File: src/design/pfmb_defines.svh
// Constants for the pad function multiplexer and boot strap capture
`ifndef PFMB_DEFINES_SVH
`define PFMB_DEFINES_SVH

`define PFMB_NPAD        31
`define PFMB_NGPIO       38
`define PFMB_NPHYPAD     16
`define PFMB_SEL_NORM    2'b00
`define PFMB_SEL_GPIO    2'b01
`define PFMB_SEL_ALT     2'b10
`define PFMB_SEL_ALT2    2'b11
`define PFMB_PHY_DIGITAL 2'b11
// General-purpose line for each pad, listed from the last pad down to pad 0
`define PFMB_GPIO_LINES  '{6'h11, 6'h10, 6'h0f, 6'h0e, 6'h13, 6'h12, 6'h15, 6'h14, \
                           6'h1d, 6'h1c, 6'h1b, 6'h1a, 6'h19, 6'h18, 6'h17, 6'h16, \
                           6'h03, 6'h02, 6'h01, 6'h00, 6'h05, 6'h04, 6'h06, 6'h0a, \
                           6'h09, 6'h08, 6'h07, 6'h0b, 6'h0d, 6'h0c, 6'h25}
`define PFMB_DBG_DEFAULT  1'b1
`define PFMB_TEST_DEFAULT 1'b0
`define PFMB_PCM_SLOT_KHZ 64

`endif

File: src/design/pfmb_pkg.sv
// Types shared by the pad function multiplexer
package pfmb_pkg;
  `include "pfmb_defines.svh"

  // Pad order; the phy pads from PAD_P3TP onward form one contiguous run
  typedef enum logic [4:0] {
    PAD_REF, PAD_S0TX, PAD_S0RX, PAD_GP0, PAD_SCLK, PAD_MOSI, PAD_MISO, PAD_CS0,
    PAD_CS1, PAD_SCL, PAD_SDA, PAD_SDI, PAD_SDO, PAD_WS, PAD_I2SCLK,
    PAD_P3TP, PAD_P3TN, PAD_P3RP, PAD_P3RN, PAD_P4RP, PAD_P4RN, PAD_P4TP, PAD_P4TN,
    PAD_P2TP, PAD_P2TN, PAD_P2RP, PAD_P2RN, PAD_P1TP, PAD_P1TN, PAD_P1RP, PAD_P1RN
  } pfmb_pad_t;

  typedef struct packed {
    logic [`PFMB_NPAD-1:0] val;
    logic [`PFMB_NPAD-1:0] oe;
  } pfmb_drv_t;

  typedef struct packed {
    logic [`PFMB_NGPIO-1:0] val;
    logic [`PFMB_NGPIO-1:0] oe;
  } pfmb_gpio_t;

  typedef struct packed {
    logic       clk;
    logic       cmdVal;
    logic       cmdOe;
    logic [7:0] dataVal;
    logic [7:0] dataOe;
  } pfmb_card_t;

  typedef struct packed {
    logic tx;
    logic clkVal;
    logic clkOe;
    logic fsVal;
    logic fsOe;
  } pfmb_pcm_t;

  typedef struct packed {
    logic [`PFMB_NPAD-1:0]  func;
    logic [`PFMB_NGPIO-1:0] gpio;
    logic                   pcmRx;
    logic                   pcm_bit_clock;
    logic                   pcm_frame_sync;
    logic                   cardWp;
    logic                   cardDetect;
    logic                   cardCmd;
    logic [7:0]             cardData;
    logic                   serial2Rx;
  } pfmb_in_t;

  typedef struct packed {
    logic       refclk;
    logic       serial0;
    logic       spi;
    logic [1:0] gp0;
    logic [1:0] cs1;
    logic [1:0] i2c;
    logic [1:0] i2s;
    logic [1:0] card;
    logic [1:0] serial2;
    logic [1:0] pulse0;
    logic [1:0] pulse1;
    logic [1:0] spiSlave;
    logic [4:1] analogEnable;
  } pfmb_sel_t;

  typedef struct packed {
    logic       ledNotJtag;
    logic       crystal40;
    logic       dramDdr1;
    logic [2:0] bootMode;
    logic       testMode;
  } pfmb_strap_t;
endpackage : pfmb_pkg

File: src/design/pfmb_pad_function_mux_bootstrap.sv
// Pad function multiplexer with boot strap capture
`timescale 1ns/100ps
`include "pfmb_defines.svh"

// What this block does
// - Reference clock pad carries reference clock at select 0, general line 37 at 1.
// - Serial 0 pads carry serial port 0 at 0, general lines 12 and 13 at 1.
// - General pad: 00/01 line 11, 10 reference clock, 11 PCIe device reset.
// - SPI pads carry SPI at 0; at 1 output lines 7,8 and lines 9,10.
// - Second chip select pad: 00 chip select 1, 01 line 6, 10 reference clock.
// - I2C pads: 00 I2C controller, 01 general lines 4 and 5.
// - Audio pads: 00 I2S, 01 lines 0-3, 10 PCM receive, transmit, clock, sync.
// - Phy 3/4 pads analog unless enabled; then card 00 card, 01 lines 22-29.
// - Card order: write protect, detect, D1, D0, clock, command, D3, D2.
// - Phy 2 transmit pads: serial 2, lines 20/21, pulse 2/3, card D5/D4.
// - Phy 2 receive positive: pulse 0, line 18, or card data 7.
// - Phy 2 receive negative: pulse 1, line 19, or card data 6.
// - Phy 1 pads: SPI slave, lines 14-17, or pulse 0/1 and serial 2.
// - PCM clock driven here or outside, 64 kHz per slot, 256 kHz to 8.192 MHz.
// - PCM frame sync direction is set apart from PCM clock direction.
// - PCM transmit data drives out; PCM receive data is an input.
// - Debug strap on serial 1 receive: 0 JTAG on LEDs, 1 LED use.
// - Crystal strap on PCIe reset pad: 0 is 25 MHz, 1 is 40 MHz.
// - Memory strap on I2S data out: 1 DDR1, 0 DDR2; small package pulls low.
// - Boot mode vector from MOSI, SPI clock, chip select 1 straps.
// - Test strap on serial 0 transmit pad: 1 test mode, 0 normal.
// - Every general line comes out of reset as an input.
module pfmb_pad_function_mux_bootstrap (
  input  wire logic                   clk,
  input  wire logic                   srst,
  input  wire pfmb_pkg::pfmb_sel_t    sel,
  input  wire pfmb_pkg::pfmb_drv_t    funcDrv,
  input  wire pfmb_pkg::pfmb_gpio_t   gpioDrv,
  input  wire logic                   refclkOut,
  input  wire logic                   pcieReset,
  input  wire pfmb_pkg::pfmb_pcm_t    pcmDrv,
  input  wire pfmb_pkg::pfmb_card_t   cardDrv,
  input  wire logic [3:0]             pulse,
  input  wire logic                   serial2Tx,
  input  wire logic [`PFMB_NPAD-1:0]  padIn,
  input  wire logic                   serial1ReceivePad,
  input  wire logic                   pcieResetPad,
  output logic [`PFMB_NPAD-1:0]       padOut,
  output logic [`PFMB_NPAD-1:0]       padOe,
  output pfmb_pkg::pfmb_in_t          periphIn,
  output pfmb_pkg::pfmb_strap_t       strap,
  output logic                        strapValid
);
  import pfmb_pkg::*;

  // Descending range so the pattern, written last pad first, lands on the right pads
  localparam logic [5:0] LINE [`PFMB_NPAD-1:0] = `PFMB_GPIO_LINES;

  // ----------------------------------------------------------------
  // Pin input synchronisers
  // ----------------------------------------------------------------
  logic [`PFMB_NPAD+1:0] padS1_q;
  logic [`PFMB_NPAD+1:0] padS2_q;
  logic [`PFMB_NPAD-1:0] padS;
  pfmb_drv_t             drv_d;
  pfmb_drv_t             drv_q;
  pfmb_in_t              in_d;
  pfmb_in_t              in_q;
  logic [`PFMB_NPAD-1:0] useGpio;
  pfmb_strap_t           strap_q;
  logic                  strapDone_q;

  // Pads are asynchronous to clk; no reset so straps settle during reset
  always_ff @(posedge clk) begin
    padS1_q <= {serial1ReceivePad, pcieResetPad, padIn};
    padS2_q <= padS1_q;
  end
  assign padS = padS2_q[`PFMB_NPAD-1:0];

  // ----------------------------------------------------------------
  // Function select
  // ----------------------------------------------------------------
  // Later assignments override earlier ones; unused codes leave pads undriven
  always_comb begin
    drv_d    = funcDrv;
    drv_d.oe[PAD_P3TP +: `PFMB_NPHYPAD] = '0; // Phy pads stay analog by default
    useGpio  = '0;
    in_d     = '0;
    in_d.func = padS;
    if (sel.refclk) begin
      useGpio[PAD_REF] = 1'b1;
    end else begin
      drv_d.val[PAD_REF] = refclkOut;
      drv_d.oe[PAD_REF]  = 1'b1;
    end
    if (sel.serial0) begin
      useGpio[PAD_S0TX] = 1'b1;
      useGpio[PAD_S0RX] = 1'b1;
    end
    case (sel.gp0)
      `PFMB_SEL_ALT:  begin
        drv_d.val[PAD_GP0] = refclkOut;
        drv_d.oe[PAD_GP0]  = 1'b1;
      end
      `PFMB_SEL_ALT2: begin
        drv_d.val[PAD_GP0] = pcieReset;
        drv_d.oe[PAD_GP0]  = 1'b1;
      end
      default:        useGpio[PAD_GP0] = 1'b1;
    endcase
    if (sel.spi) begin
      useGpio[PAD_CS0:PAD_SCLK] = '1;
    end
    case (sel.cs1)
      `PFMB_SEL_GPIO: useGpio[PAD_CS1] = 1'b1;
      `PFMB_SEL_ALT:  begin
        drv_d.val[PAD_CS1] = refclkOut;
        drv_d.oe[PAD_CS1]  = 1'b1;
      end
      `PFMB_SEL_ALT2: drv_d.oe[PAD_CS1] = 1'b0;
      default:        ;
    endcase
    case (sel.i2c)
      `PFMB_SEL_NORM: ;
      `PFMB_SEL_GPIO: useGpio[PAD_SDA:PAD_SCL] = '1;
      default:        drv_d.oe[PAD_SDA:PAD_SCL] = '0;
    endcase
    case (sel.i2s)
      `PFMB_SEL_NORM: ;
      `PFMB_SEL_GPIO: useGpio[PAD_I2SCLK:PAD_SDI] = '1;
      `PFMB_SEL_ALT:  begin
        drv_d.oe[PAD_SDI]     = 1'b0;
        in_d.pcmRx            = padS[PAD_SDI];
        drv_d.val[PAD_SDO]    = pcmDrv.tx;
        drv_d.oe[PAD_SDO]     = 1'b1;
        // Clock and sync directions are independent; 8.192 MHz is well below clk
        drv_d.val[PAD_WS]     = pcmDrv.clkVal;
        drv_d.oe[PAD_WS]      = pcmDrv.clkOe;
        in_d.pcm_bit_clock           = padS[PAD_WS];
        drv_d.val[PAD_I2SCLK] = pcmDrv.fsVal;
        drv_d.oe[PAD_I2SCLK]  = pcmDrv.fsOe;
        in_d.pcm_frame_sync            = padS[PAD_I2SCLK];
      end
      default:        drv_d.oe[PAD_I2SCLK:PAD_SDI] = '0;
    endcase
    // Card group needs both phy 3 and phy 4 released from analog
    if (sel.analogEnable[4:3] == `PFMB_PHY_DIGITAL) begin
      if (sel.card == `PFMB_SEL_GPIO) begin
        useGpio[PAD_P4TN:PAD_P3TP] = '1;
      end else if (sel.card == `PFMB_SEL_NORM) begin
        in_d.cardWp          = padS[PAD_P3TP];
        in_d.cardDetect      = padS[PAD_P3TN];
        drv_d.val[PAD_P3RP]  = cardDrv.dataVal[1];
        drv_d.oe[PAD_P3RP]   = cardDrv.dataOe[1];
        drv_d.val[PAD_P3RN]  = cardDrv.dataVal[0];
        drv_d.oe[PAD_P3RN]   = cardDrv.dataOe[0];
        drv_d.val[PAD_P4RP]  = cardDrv.clk;
        drv_d.oe[PAD_P4RP]   = 1'b1;
        drv_d.val[PAD_P4RN]  = cardDrv.cmdVal;
        drv_d.oe[PAD_P4RN]   = cardDrv.cmdOe;
        in_d.cardCmd         = padS[PAD_P4RN];
        drv_d.val[PAD_P4TP]  = cardDrv.dataVal[3];
        drv_d.oe[PAD_P4TP]   = cardDrv.dataOe[3];
        drv_d.val[PAD_P4TN]  = cardDrv.dataVal[2];
        drv_d.oe[PAD_P4TN]   = cardDrv.dataOe[2];
        in_d.cardData[3:0]   = {padS[PAD_P4TP], padS[PAD_P4TN], padS[PAD_P3RP],
                                padS[PAD_P3RN]};
      end
    end
    if (sel.analogEnable[2]) begin
      case (sel.serial2)
        `PFMB_SEL_NORM: begin
          drv_d.val[PAD_P2TP] = serial2Tx;
          drv_d.oe[PAD_P2TP]  = 1'b1;
          in_d.serial2Rx      = padS[PAD_P2TN];
        end
        `PFMB_SEL_GPIO: useGpio[PAD_P2TN:PAD_P2TP] = '1;
        `PFMB_SEL_ALT:  begin
          drv_d.val[PAD_P2TN:PAD_P2TP] = pulse[3:2];
          drv_d.oe[PAD_P2TN:PAD_P2TP]  = '1;
        end
        `PFMB_SEL_ALT2: begin
          drv_d.val[PAD_P2TP] = cardDrv.dataVal[5];
          drv_d.oe[PAD_P2TP]  = cardDrv.dataOe[5];
          drv_d.val[PAD_P2TN] = cardDrv.dataVal[4];
          drv_d.oe[PAD_P2TN]  = cardDrv.dataOe[4];
          in_d.cardData[5:4]  = {padS[PAD_P2TP], padS[PAD_P2TN]};
        end
      endcase
      case (sel.pulse0)
        `PFMB_SEL_NORM: begin
          drv_d.val[PAD_P2RP] = pulse[0];
          drv_d.oe[PAD_P2RP]  = 1'b1;
        end
        `PFMB_SEL_GPIO: useGpio[PAD_P2RP] = 1'b1;
        `PFMB_SEL_ALT2: begin
          drv_d.val[PAD_P2RP] = cardDrv.dataVal[7];
          drv_d.oe[PAD_P2RP]  = cardDrv.dataOe[7];
          in_d.cardData[7]    = padS[PAD_P2RP];
        end
        default:        ;
      endcase
      case (sel.pulse1)
        `PFMB_SEL_NORM: begin
          drv_d.val[PAD_P2RN] = pulse[1];
          drv_d.oe[PAD_P2RN]  = 1'b1;
        end
        `PFMB_SEL_GPIO: useGpio[PAD_P2RN] = 1'b1;
        `PFMB_SEL_ALT2: begin
          drv_d.val[PAD_P2RN] = cardDrv.dataVal[6];
          drv_d.oe[PAD_P2RN]  = cardDrv.dataOe[6];
          in_d.cardData[6]    = padS[PAD_P2RN];
        end
        default:        ;
      endcase
    end
    if (sel.analogEnable[1]) begin
      case (sel.spiSlave)
        `PFMB_SEL_NORM: begin
          drv_d.val[PAD_P1RN:PAD_P1TP] = funcDrv.val[PAD_P1RN:PAD_P1TP];
          drv_d.oe[PAD_P1RN:PAD_P1TP]  = funcDrv.oe[PAD_P1RN:PAD_P1TP];
        end
        `PFMB_SEL_GPIO: useGpio[PAD_P1RN:PAD_P1TP] = '1;
        `PFMB_SEL_ALT2: begin
          drv_d.val[PAD_P1RP:PAD_P1TP] = {serial2Tx, pulse[1:0]};
          drv_d.oe[PAD_P1RP:PAD_P1TP]  = '1;
          in_d.serial2Rx               = padS[PAD_P1RN];
        end
        default:        ;
      endcase
    end
    // General-purpose routing follows the GPIO controller's own direction, except SPI output lines 7 and 8
    for (int p = 0; p < `PFMB_NPAD; p++) begin
      if (useGpio[p]) begin
        drv_d.val[p]        = gpioDrv.val[LINE[p]];
        drv_d.oe[p]         = gpioDrv.oe[LINE[p]];
        in_d.gpio[LINE[p]]  = padS[p];
      end
    end
    if (sel.spi) begin
      drv_d.oe[PAD_MOSI:PAD_SCLK] = '1;
    end
  end

  // ----------------------------------------------------------------
  // Pad and peripheral registers
  // ----------------------------------------------------------------
  // Reset leaves every pad undriven so all lines start as inputs
  always_ff @(posedge clk) begin
    if (srst) begin
      drv_q <= '0;
    end else begin
      drv_q <= drv_d;
    end
  end

  // Peripheral inputs registered so no consumer sees mux glitches
  always_ff @(posedge clk) begin
    if (srst) begin
      in_q <= '0;
    end else begin
      in_q <= in_d;
    end
  end

  // ----------------------------------------------------------------
  // Boot straps
  // ----------------------------------------------------------------
  // Pads float as inputs in reset, so the first cycle after release sees straps
  always_ff @(posedge clk) begin
    if (srst) begin
      strap_q            <= '0;
      strap_q.ledNotJtag <= `PFMB_DBG_DEFAULT;
      strap_q.testMode   <= `PFMB_TEST_DEFAULT;
      strapDone_q        <= 1'b0;
    end else if (!strapDone_q) begin
      strap_q.ledNotJtag <= padS2_q[`PFMB_NPAD+1];
      strap_q.crystal40  <= padS2_q[`PFMB_NPAD];
      strap_q.dramDdr1   <= padS[PAD_SDO];
      strap_q.bootMode   <= {padS[PAD_MOSI], padS[PAD_SCLK], padS[PAD_CS1]};
      strap_q.testMode   <= padS[PAD_S0TX];
      strapDone_q        <= 1'b1;
    end
  end

  assign padOut     = drv_q.val;
  assign padOe      = drv_q.oe;
  assign periphIn   = in_q;
  assign strap      = strap_q;
  assign strapValid = strapDone_q;
endmodule : pfmb_pad_function_mux_bootstrap

File: config.mk
export PLATFORM = sky130hd
export DESIGN_NAME = pfmb_pad_function_mux_bootstrap
export DESIGN_NICKNAME = d
export VERILOG_FILES = /design/src/design/pfmb_pkg.sv /design/src/design/pfmb_pad_function_mux_bootstrap.sv
export VERILOG_INCLUDE_DIRS = /design/src /design/src/design
export SDC_FILE = /design/constraint.sdc
export NUM_CORES = 1
export LEC_CHECK = 0
export BUFFER_PORTS_ARGS = -buffer_cell sky130_fd_sc_hd__buf_2
export CAP_MARGIN = 20
export CORE_AREA = 3 3 147 149
export DETAILED_ROUTE_END_ITERATION = 16
export DIE_AREA = 0 0 150 152
export GPL_TIMING_DRIVEN = 0
export PLACE_DENSITY = 0.65
export SLEW_MARGIN = 15
export SYNTH_ARGS = -nofsm -noshare
export SYNTH_HDL_FRONTEND = slang
export SYNTH_SLANG_ARGS = --single-unit
File: constraint.sdc
create_clock -name clk -period 1.3 [get_ports clk]
set_input_delay 0.195 -clock clk [delete_from_list [all_inputs] [get_ports clk]]
set_output_delay 0.195 -clock clk [all_outputs]
set_load 0.05 [all_outputs]
Yosys cells after proc, flatten, opt, wreduce, memory -nomap -nowiden
Cells that the tools add are included.

storage, ports and cells
  register bits = 220
  input bits = 229
  word-level logic and storage cells = 268
  output and inout bits = 154

operators by class
  equal/unequal tests = 19
  reductions and logical operators = 47
  multiplexer cells = 109
  bitwise gates (word level) = 37

operator list
  kind                                                  number
  two-way mux 1 bit                                     73
  OR reduction 2 bit                                    35
  NOT 1 bit                                             37
  two-way mux 6 bit                                     6
  two-way mux 4 bit                                     8
  equality test 2 bit (second input constant)           11
  case mux 1 bit (2 select lines)                       9
  equality test 2 x 1 -> 1 bit (second input constant)  8
  two-way mux 8 bit                                     2
  logical NOT 2 bit                                     7
  OR reduction 3 bit                                    4
  two-way mux 2 bit                                     5
  two-way mux 3 bit                                     3
  case mux 4 bit (2 select lines)                       1
  case mux 3 bit (2 select lines)                       1
  OR reduction 4 bit                                    1
  case mux 1 bit (3 select lines)                       1

Longest topological paths before layout
Gate-level depths: netlist of run 1.

  depth after elaboration = 5
  mapped depth = 7
  depth with buffers taken out = 5

Worst setup path after synthesis of run 1
No wires, ideal clock.

  path kind = reg-to-reg
  start point = reg strapDone_q (netlist: strapValid)
  end point = reg strap_q (netlist bit strap[6])
  data arrival time = 1.267 ns
  path buffers = 1
  library setup time = 0.118 ns
  cell stages (with the launch flop) = 4
  required time = 1.182 ns
  period minus slack after synthesis = 1.384 ns
  slack = -0.084 ns
  cells stage by stage = dfxtp_1 > clkbuf_1 > mux2i_1 > nand2_1

RTL lines
  element                 line                                    text
  from (decl)             pfmb_pad_function_mux_bootstrap.sv:66   logic strapDone_q;
  from (signal assigned)  pfmb_pad_function_mux_bootstrap.sv:270  strapDone_q <= 1'b0;
  from (signal assigned)  pfmb_pad_function_mux_bootstrap.sv:277  strapDone_q <= 1'b1;
  to (decl)               pfmb_pad_function_mux_bootstrap.sv:65   pfmb_strap_t strap_q;

Worst setup path in the final report of run 1
  start point = in gpioDrv[13] (netlist name)
  end point = reg drv_q (netlist bit padOe[2])

between the ends
  cells in the longest elaborated chain, start to end = 1

ends and longest elaborated chain
  element               line                                    text
  from (decl)           pfmb_pad_function_mux_bootstrap.sv:33   input wire pfmb_pkg::pfmb_gpio_t gpioDrv,
  two-way mux 1 bit     pfmb_pad_function_mux_bootstrap.sv:229  if (useGpio[p]) begin
  to (signal assigned)  pfmb_pad_function_mux_bootstrap.sv:248  drv_q <= drv_d;
  to (decl)             pfmb_pad_function_mux_bootstrap.sv:61   pfmb_drv_t drv_q;

Every way passes these cells.
A chain may end at the register's enable or synchronous reset.

==> reports/metrics.cfg, run 1 <==
[status]
status=finished, final reports clean

[route]
antenna_left=0
drc=0
dr.first_iter.drc_count=116
wl_per_cell_microns=15.6
routed_wl_mm=20.8
viasPerCell=4.30
vias=5702
drtPass1Iterations=4

[global_route]
grt_antenna_before_repair=0
grt_first_pass_wirelength_mm=31.2
use_met3_pct=5.03
met2_usage_pct=31.9
grt_usage_pct=17.3
grt-ovfl-total=0
grt_most_used_layer=met2
grt.met1_usage_pct=18.7
grt_pass1_vias=5806
grt_max_degree=14

[worst_setup_path]
crit_start=gpioDrv[13]
worstPathArrival_ns=1.66
required_ns=1.68
crit_path_start_kind=input pin
timing.rr.start=strapValid
cp_num_buf_inv=3
path_delay_family=buffers and inverters
crit_chain=dlygate4sd3_1, buf_2, mux2i_1, dlygate4sd3_1, nor2_1
cp-endpoint=padOe[2]
critPathMaxFanout=1
cpPeakStageDelay_ns=0.58
reg2reg_depth=3
worst-setup-path-type=input pin to flip-flop
cp_common_cell=dlygate4sd3_1
end_kind=flip-flop
cpMaxStageDelayCell=dlygate4sd3_1
reg2reg_to=strap[4]
rrSetupSlack_ns=0.27
cp.depth=5

[yosys]
yosys_register_bits=213
synth_commonest_cells=dfxtp_1 (213), nor2_1 (66), mux2i_1 (48)
ys.flop_type=dfxtp_1
synth.most_common_cell=dfxtp_1
synth.area.top_cells=dfxtp_1 (67%), mux2i_1 (7.5%), nor2_1 (3.9%), nor2b_1 (2.9%), a21oi_1 (1.9%)
ys_seq_area_share_pct=66.8
synth_top_cell_area_share_pct=66.8
synth_area_per_cell_sq_um=11.4
synth_area_sq_um=6390
synthCells=561
async_flop_share_pct=0
yosysWarningCount=0
synth_edf_count=0
synth_cell_types=38
yosys.area.top_type=dfxtp_1

[floorplanning]
initial_core_util_pct=31.5
ios=383
dieArea_sq_um=22800
core_area_sq_um=20300
dieHeight_microns=152
core.rowCount=52
die_x_microns=150

[sta]
drv_slew=0
setup_ws_ns=0.0180
fmax_mhz=780
fin_crit_sh_pct=98.6
finClkSkew_ns=0.00703
timing.setup.tns_ns=0
finalHoldViolations=0
timing.final.crit_period_ns=1.28
finalSetupViolations=0

[cells_and_area]
n_antenna_cell=0
fin_nets=1281
final.fill_count=1796
layout-drive-gt1-share_pct=38.3
synthToLayoutAreaGrowth_pct=63.1
fin_util_pct=51.3

[cts]
cts_setup_buffers=0
htree_levels=1
cts_root_buf=clkbuf_16
cts_tree=done
numCtsBuffers=23
clk_path_buf_depth=3
clock_sinks=213
clk_latency_ns=0.49
path_clk_slew_ns=0.06

[pwr]
p_leak_nw=5.23
vdd_ir_drop_max_uv=768
pwr_density_cell_nw_per_um2=1470

[placed_design]
gp_congestion=0.860
preCtsSetupSlack_ns=-0.261
io_buffers=336
dp_hpwl_mm=14.8

[hold_path]
hp-class=input pin to flip-flop
hold_depth=3
min_from=funcDrv[58]

[run]
drv_cap=0

[cell families after synthesis]
family | share of synthesized area, %
multiplexers | 7.88
AO/OA/AOI/OAI | 5.37
flip-flops | 66.8
other | 0.0587
AND/OR/NAND/NOR | 13.6
adder cells (fa/ha/maj) | 1.76
buffers and inverters | 4.58
[where the power goes]
part / switching [mW] / internal, mW / total, mW / leakage (nW)
logic: 1.39 / 0.867 / 2.26 / 3.12
clock network: 2.48 / 3.68 / 6.16 / 0.339
registers: 0.0817 / 6.85 / 6.93 / 1.77
total: 3.95 / 11.4 / 15.3 / 5.23
[through the flow]
| stage | hold slack, ns | std cells | total power, mW | instance area (sq um) |
|---|---|---|---|---|
| floorplan | 0.223 | 567 | 8.30 | 6410 |
| global placement | 0.298 | 1173 | 8.97 | 8430 |
| detailed placement | 0.299 | 1173 | 8.99 | 8430 |
| CTS | 0.000869 | 1328 | 15.5 | 10300 |
| global route | 0.0198 | 1327 | 16.0 | 10400 |
| finish | 0.0224 | 1327 | 15.3 | 10400 |
[worst register-to-register path, delay by kind of cell, from the launching register on]
kind,cells,cell delay [ns]
buffers and inverters,1,0.30
multiplexers,1,0.23
AND/OR/NAND/NOR,1,0.05
flip-flops,1,0.32
[cell usage in the layout, fill, tap and decap left out, drive strengths merged]
cell / count
a211oi: 15
a21oi: 24
a221o: 2
a221oi: 2
a311oi: 1
and2: 5
and3: 8
and3b: 2
buf: 336
bufinv: 1
clkbuf: 68
clkinv: 1
clkinvlp: 3
conb: 7
dfxtp: 213
dlygate4sd3: 115
ha: 9
inv: 25
mux2i: 48
mux4: 1
nand2: 32
nand2b: 7
nand3: 4
nand3b: 2
nand4: 2
nand4b: 1
nor2: 66
nor2b: 30
nor3: 7
nor3b: 1
o21a: 1
o21ai: 5
o21bai: 1
o22a: 2
o22ai: 1
or2: 2
or3: 7
[sequential cells by signal (all words and copies together) (netlist names)]
name / cells
padOe: 31
periphIn: 77
padOut: 31
padS1_q: 33
strapValid: 1
strap: 7
padS2_q: 33
[timing repair]
action                     in CTS  in global routing
setup endpoints to repair      16                 33
pin swaps                       0                  0
hold endpoints to repair       97                  0
gates resized for setup        16                 34
hold buffers                  116                  0
[layout make-up]
type                       instances  area [sq um]  share of cell area (%)
buffer                            34           200                    1.92
clock buffer                      34           657                    6.31
clock inverter                     5          57.6                   0.552
inverter                          25          93.8                   0.901
multi-input combinational        295          1850                    17.8
sequential                       213          4260                    40.9
tap                              270           338                    3.24
timing repair buffer             451          2960                    28.4
[routing by layer]
metal  vias up  share of wire [%]
li1       2795                  -
met1      2598                 37
met2       258                 51
met3        51                8.4
met4         0                3.4
met5         -                  0
[how the worst min path moves through the flow]
| stage | end | slack (ns) |
|---|---|---|
| after floorplan | padS1_q[0] | 0.22 |
| after global routing | padOut[28] | 0.02 |
| final | padOut[27] | 0.02 |
| after CTS | padOe[24] | 0.0009 |
| after detailed placement | padS1_q[28] | 0.30 |
| after global placement | padS1_q[28] | 0.30 |
(Power assumes the default switching activity.)
==> run 2, diff against run 1 <==
==> constraint.sdc (replaced) <==
create_clock -name clk -period 1.4 [get_ports clk]
set_input_delay 0.21 -clock clk [delete_from_list [all_inputs] [get_ports clk]]
set_output_delay 0.21 -clock clk [all_outputs]
set_load 0.05 [all_outputs]
==> run 2 against run 1 <==
Critical path depth decreased by 4. First-iteration DRC count rose by 28%. Sequential cell count is the same. Die area is the same. Worst setup slack better by 0.057 ns. Clock skew rose by 0.0071 ns. Highest routed layer is now met5.
==> reports/metrics.cfg, run 2 (same netlist as run 1, synthesis figures left out) <==
[status]
status=finished, final reports clean

[global_route]
grt_first_pass_wirelength_mm=30.6  ; -1.6%
grt_usage_pct=17.1  ; -0.20 points
grt_pass1_vias=5753  ; -0.91%
grt_antenna_before_repair=1  ; +1
grt-ovfl-total=0  ; unchanged
grt_max_degree=14  ; unchanged

[worst_setup_path]
cp_num_buf_inv=1  ; -2
worst-setup-path-type=flip-flop to output pin
cpMaxStageDelayCell=dfxtp_1
path_delay_family=flip-flops
end_kind=output pin
critPathMaxFanout=1  ; unchanged
worstPathArrival_ns=1.11  ; -0.55 ns
required_ns=1.19  ; -0.49 ns
cpPeakStageDelay_ns=0.35  ; -0.23 ns
crit_chain=buf_2
crit_path_start_kind=flip-flop

[cts]
cts_tree=done
htree_levels=1  ; unchanged
clock_sinks=213  ; unchanged
numCtsBuffers=23  ; unchanged
clk_path_buf_depth=3  ; unchanged
clk_latency_ns=0.50  ; about the same
cts_root_buf=clkbuf_16
path_clk_slew_ns=0.06  ; about the same

[placed_design]
place_area_sq_um=8430  ; about the same
dp_hpwl_mm=14.6  ; -1.4%
io_buffers=336  ; unchanged
preCtsSetupSlack_ns=-0.206  ; +0.0557 ns
gp_congestion=0.845  ; -1.7%

[route]
viasPerCell=4.25  ; -0.98%
dr.first_iter.drc_count=148  ; +28%
vias=5646  ; -0.98%
routed_wl_mm=20.6  ; -0.61%
wl_per_cell_microns=15.5  ; -0.61%
drtPass1Iterations=5  ; +1
antenna_left=0  ; unchanged
drc=0  ; unchanged

[pwr]
p_leak_nw=5.25  ; +0.37%
pwr_density_cell_nw_per_um2=1380  ; -6.4%
vdd_ir_drop_max_uv=839  ; +9.2%
power_mw=14.2  ; -7.6%

[sta]
finalSetupViolations=0  ; unchanged
finClkSkew_ns=0.0142  ; +0.00715 ns
timing.final.crit_period_ns=1.32
fmax_mhz=755
fin_crit_sh_pct=94.6
finalHoldViolations=0  ; unchanged
grt_setup_unrepaired=false
setup_ws_ns=0.0751  ; +0.0571 ns
drv_slew=0  ; unchanged
timing.setup.tns_ns=0  ; unchanged

[cells_and_area]
seq_area_sq_um=4260  ; unchanged
final_common_cell=buf_2
fin_nets=1279  ; -0.16%
largest_reg_flops=77  ; unchanged
fin_area_sq_um=10300  ; -1.3%
fin_util_pct=50.7  ; -0.65 points
multi_input_area_sq_um=1850  ; unchanged
final_cell_mix=buf_2 (356), dfxtp_1 (213), dlygate4sd3_1 (113)
layout-drive-gt1-share_pct=39.0  ; +0.66 points
n_antenna_cell=0  ; unchanged
synthToLayoutAreaGrowth_pct=61.1
final.fill_count=1792  ; -0.22%

[run]
drv_cap=0  ; unchanged

[floorplanning]
dieHeight_microns=152  ; unchanged
initial_core_util_pct=31.5  ; unchanged
ios=383  ; unchanged
dieArea_sq_um=22800  ; unchanged
core_area_sq_um=20300  ; unchanged
die_x_microns=150  ; unchanged
core.rowCount=52  ; unchanged

[hold_path]
hp-class=input pin to flip-flop

-- run 2: cell count changes in the layout (fill, tap and decap cells not counted) --
cell | before | now
buf_2 | 307 | 356
clkbuf_4 | 31 | 0
buf_4 | 26 | 8
clkinv_2 | 1 | 7
clkbuf_1 | 8 | 3
clkbuf_8 | 4 | 6
clkinvlp_4 | 3 | 1
dlygate4sd3_1 | 115 | 113
inv_6 | 0 | 2
bufinv_16 | 1 | 0
-- run 2: layout make-up --
| class | count | share of cell area (%) |
|---|---|---|
| plain buffers | 34 | 1.95 |
| clock buffers | 31 | 6.47 |
| clock inverters | 10 | 0.584 |
| inverters | 25 | 0.912 |
| multi-input cells | 295 | 18.0 |
| flip-flops and latches | 213 | 41.5 |
| well taps | 270 | 3.28 |
| repair buffers | 449 | 27.3 |
-- run 2: through the flow --
| stage | instances | hold slack (ns) |
|---|---|---|
| floorplan | 567 | 0.238 |
| global placement | 1173 | 0.310 |
| detailed placement | 1173 | 0.312 |
| CTS | 1327 | 0.0000671 |
| global route | 1327 | 0.00386 |
| finish | 1327 | 0.0196 |
-- run 2: final timing paths --
kind / start / endpoint / slack, ns / cells after the start
worst max register to register: strapValid / strap[0] / 0.38 / 3
worst min-delay path: funcDrv[59] / padOut[28] / 0.02 / 3
worst min register to register: padS1_q[3] / padS2_q[3] / 0.31 / 0
worst max-delay path: padOut[5] / padOut[5] / 0.08 / 1
-- run 2: tightest hold or removal path: stages --
cell	delay (ns)
buf_2	0.08
mux2i_1	0.05
a21oi_1	0.13
-- run 2: report_power, final --
group | leakage [nW] | switching [mW] | total, mW | internal (mW)
Clock | 0.366 | 2.35 | 5.69 | 3.34
Sequential | 1.77 | 0.0717 | 6.43 | 6.36
Combinational | 3.11 | 1.29 | 2.06 | 0.769
Total | 5.25 | 3.72 | 14.2 | 10.5
-- run 2: repair_timing --
action / in CTS / in global routing
hold endpoints to repair: 92 / 0
setup buffers: 0 / 0
endpoints found under the setup margin: 0 / 4
gates resized for setup: 0 / 2
hold buffers: 113 / 0
-- run 2: routing by layer --
metal  GRT usage, %  share of wire, %
met3           4.65               8.0
met5              0             0.044
met1           18.6                38
met4           5.66               3.5
met2           31.5                50
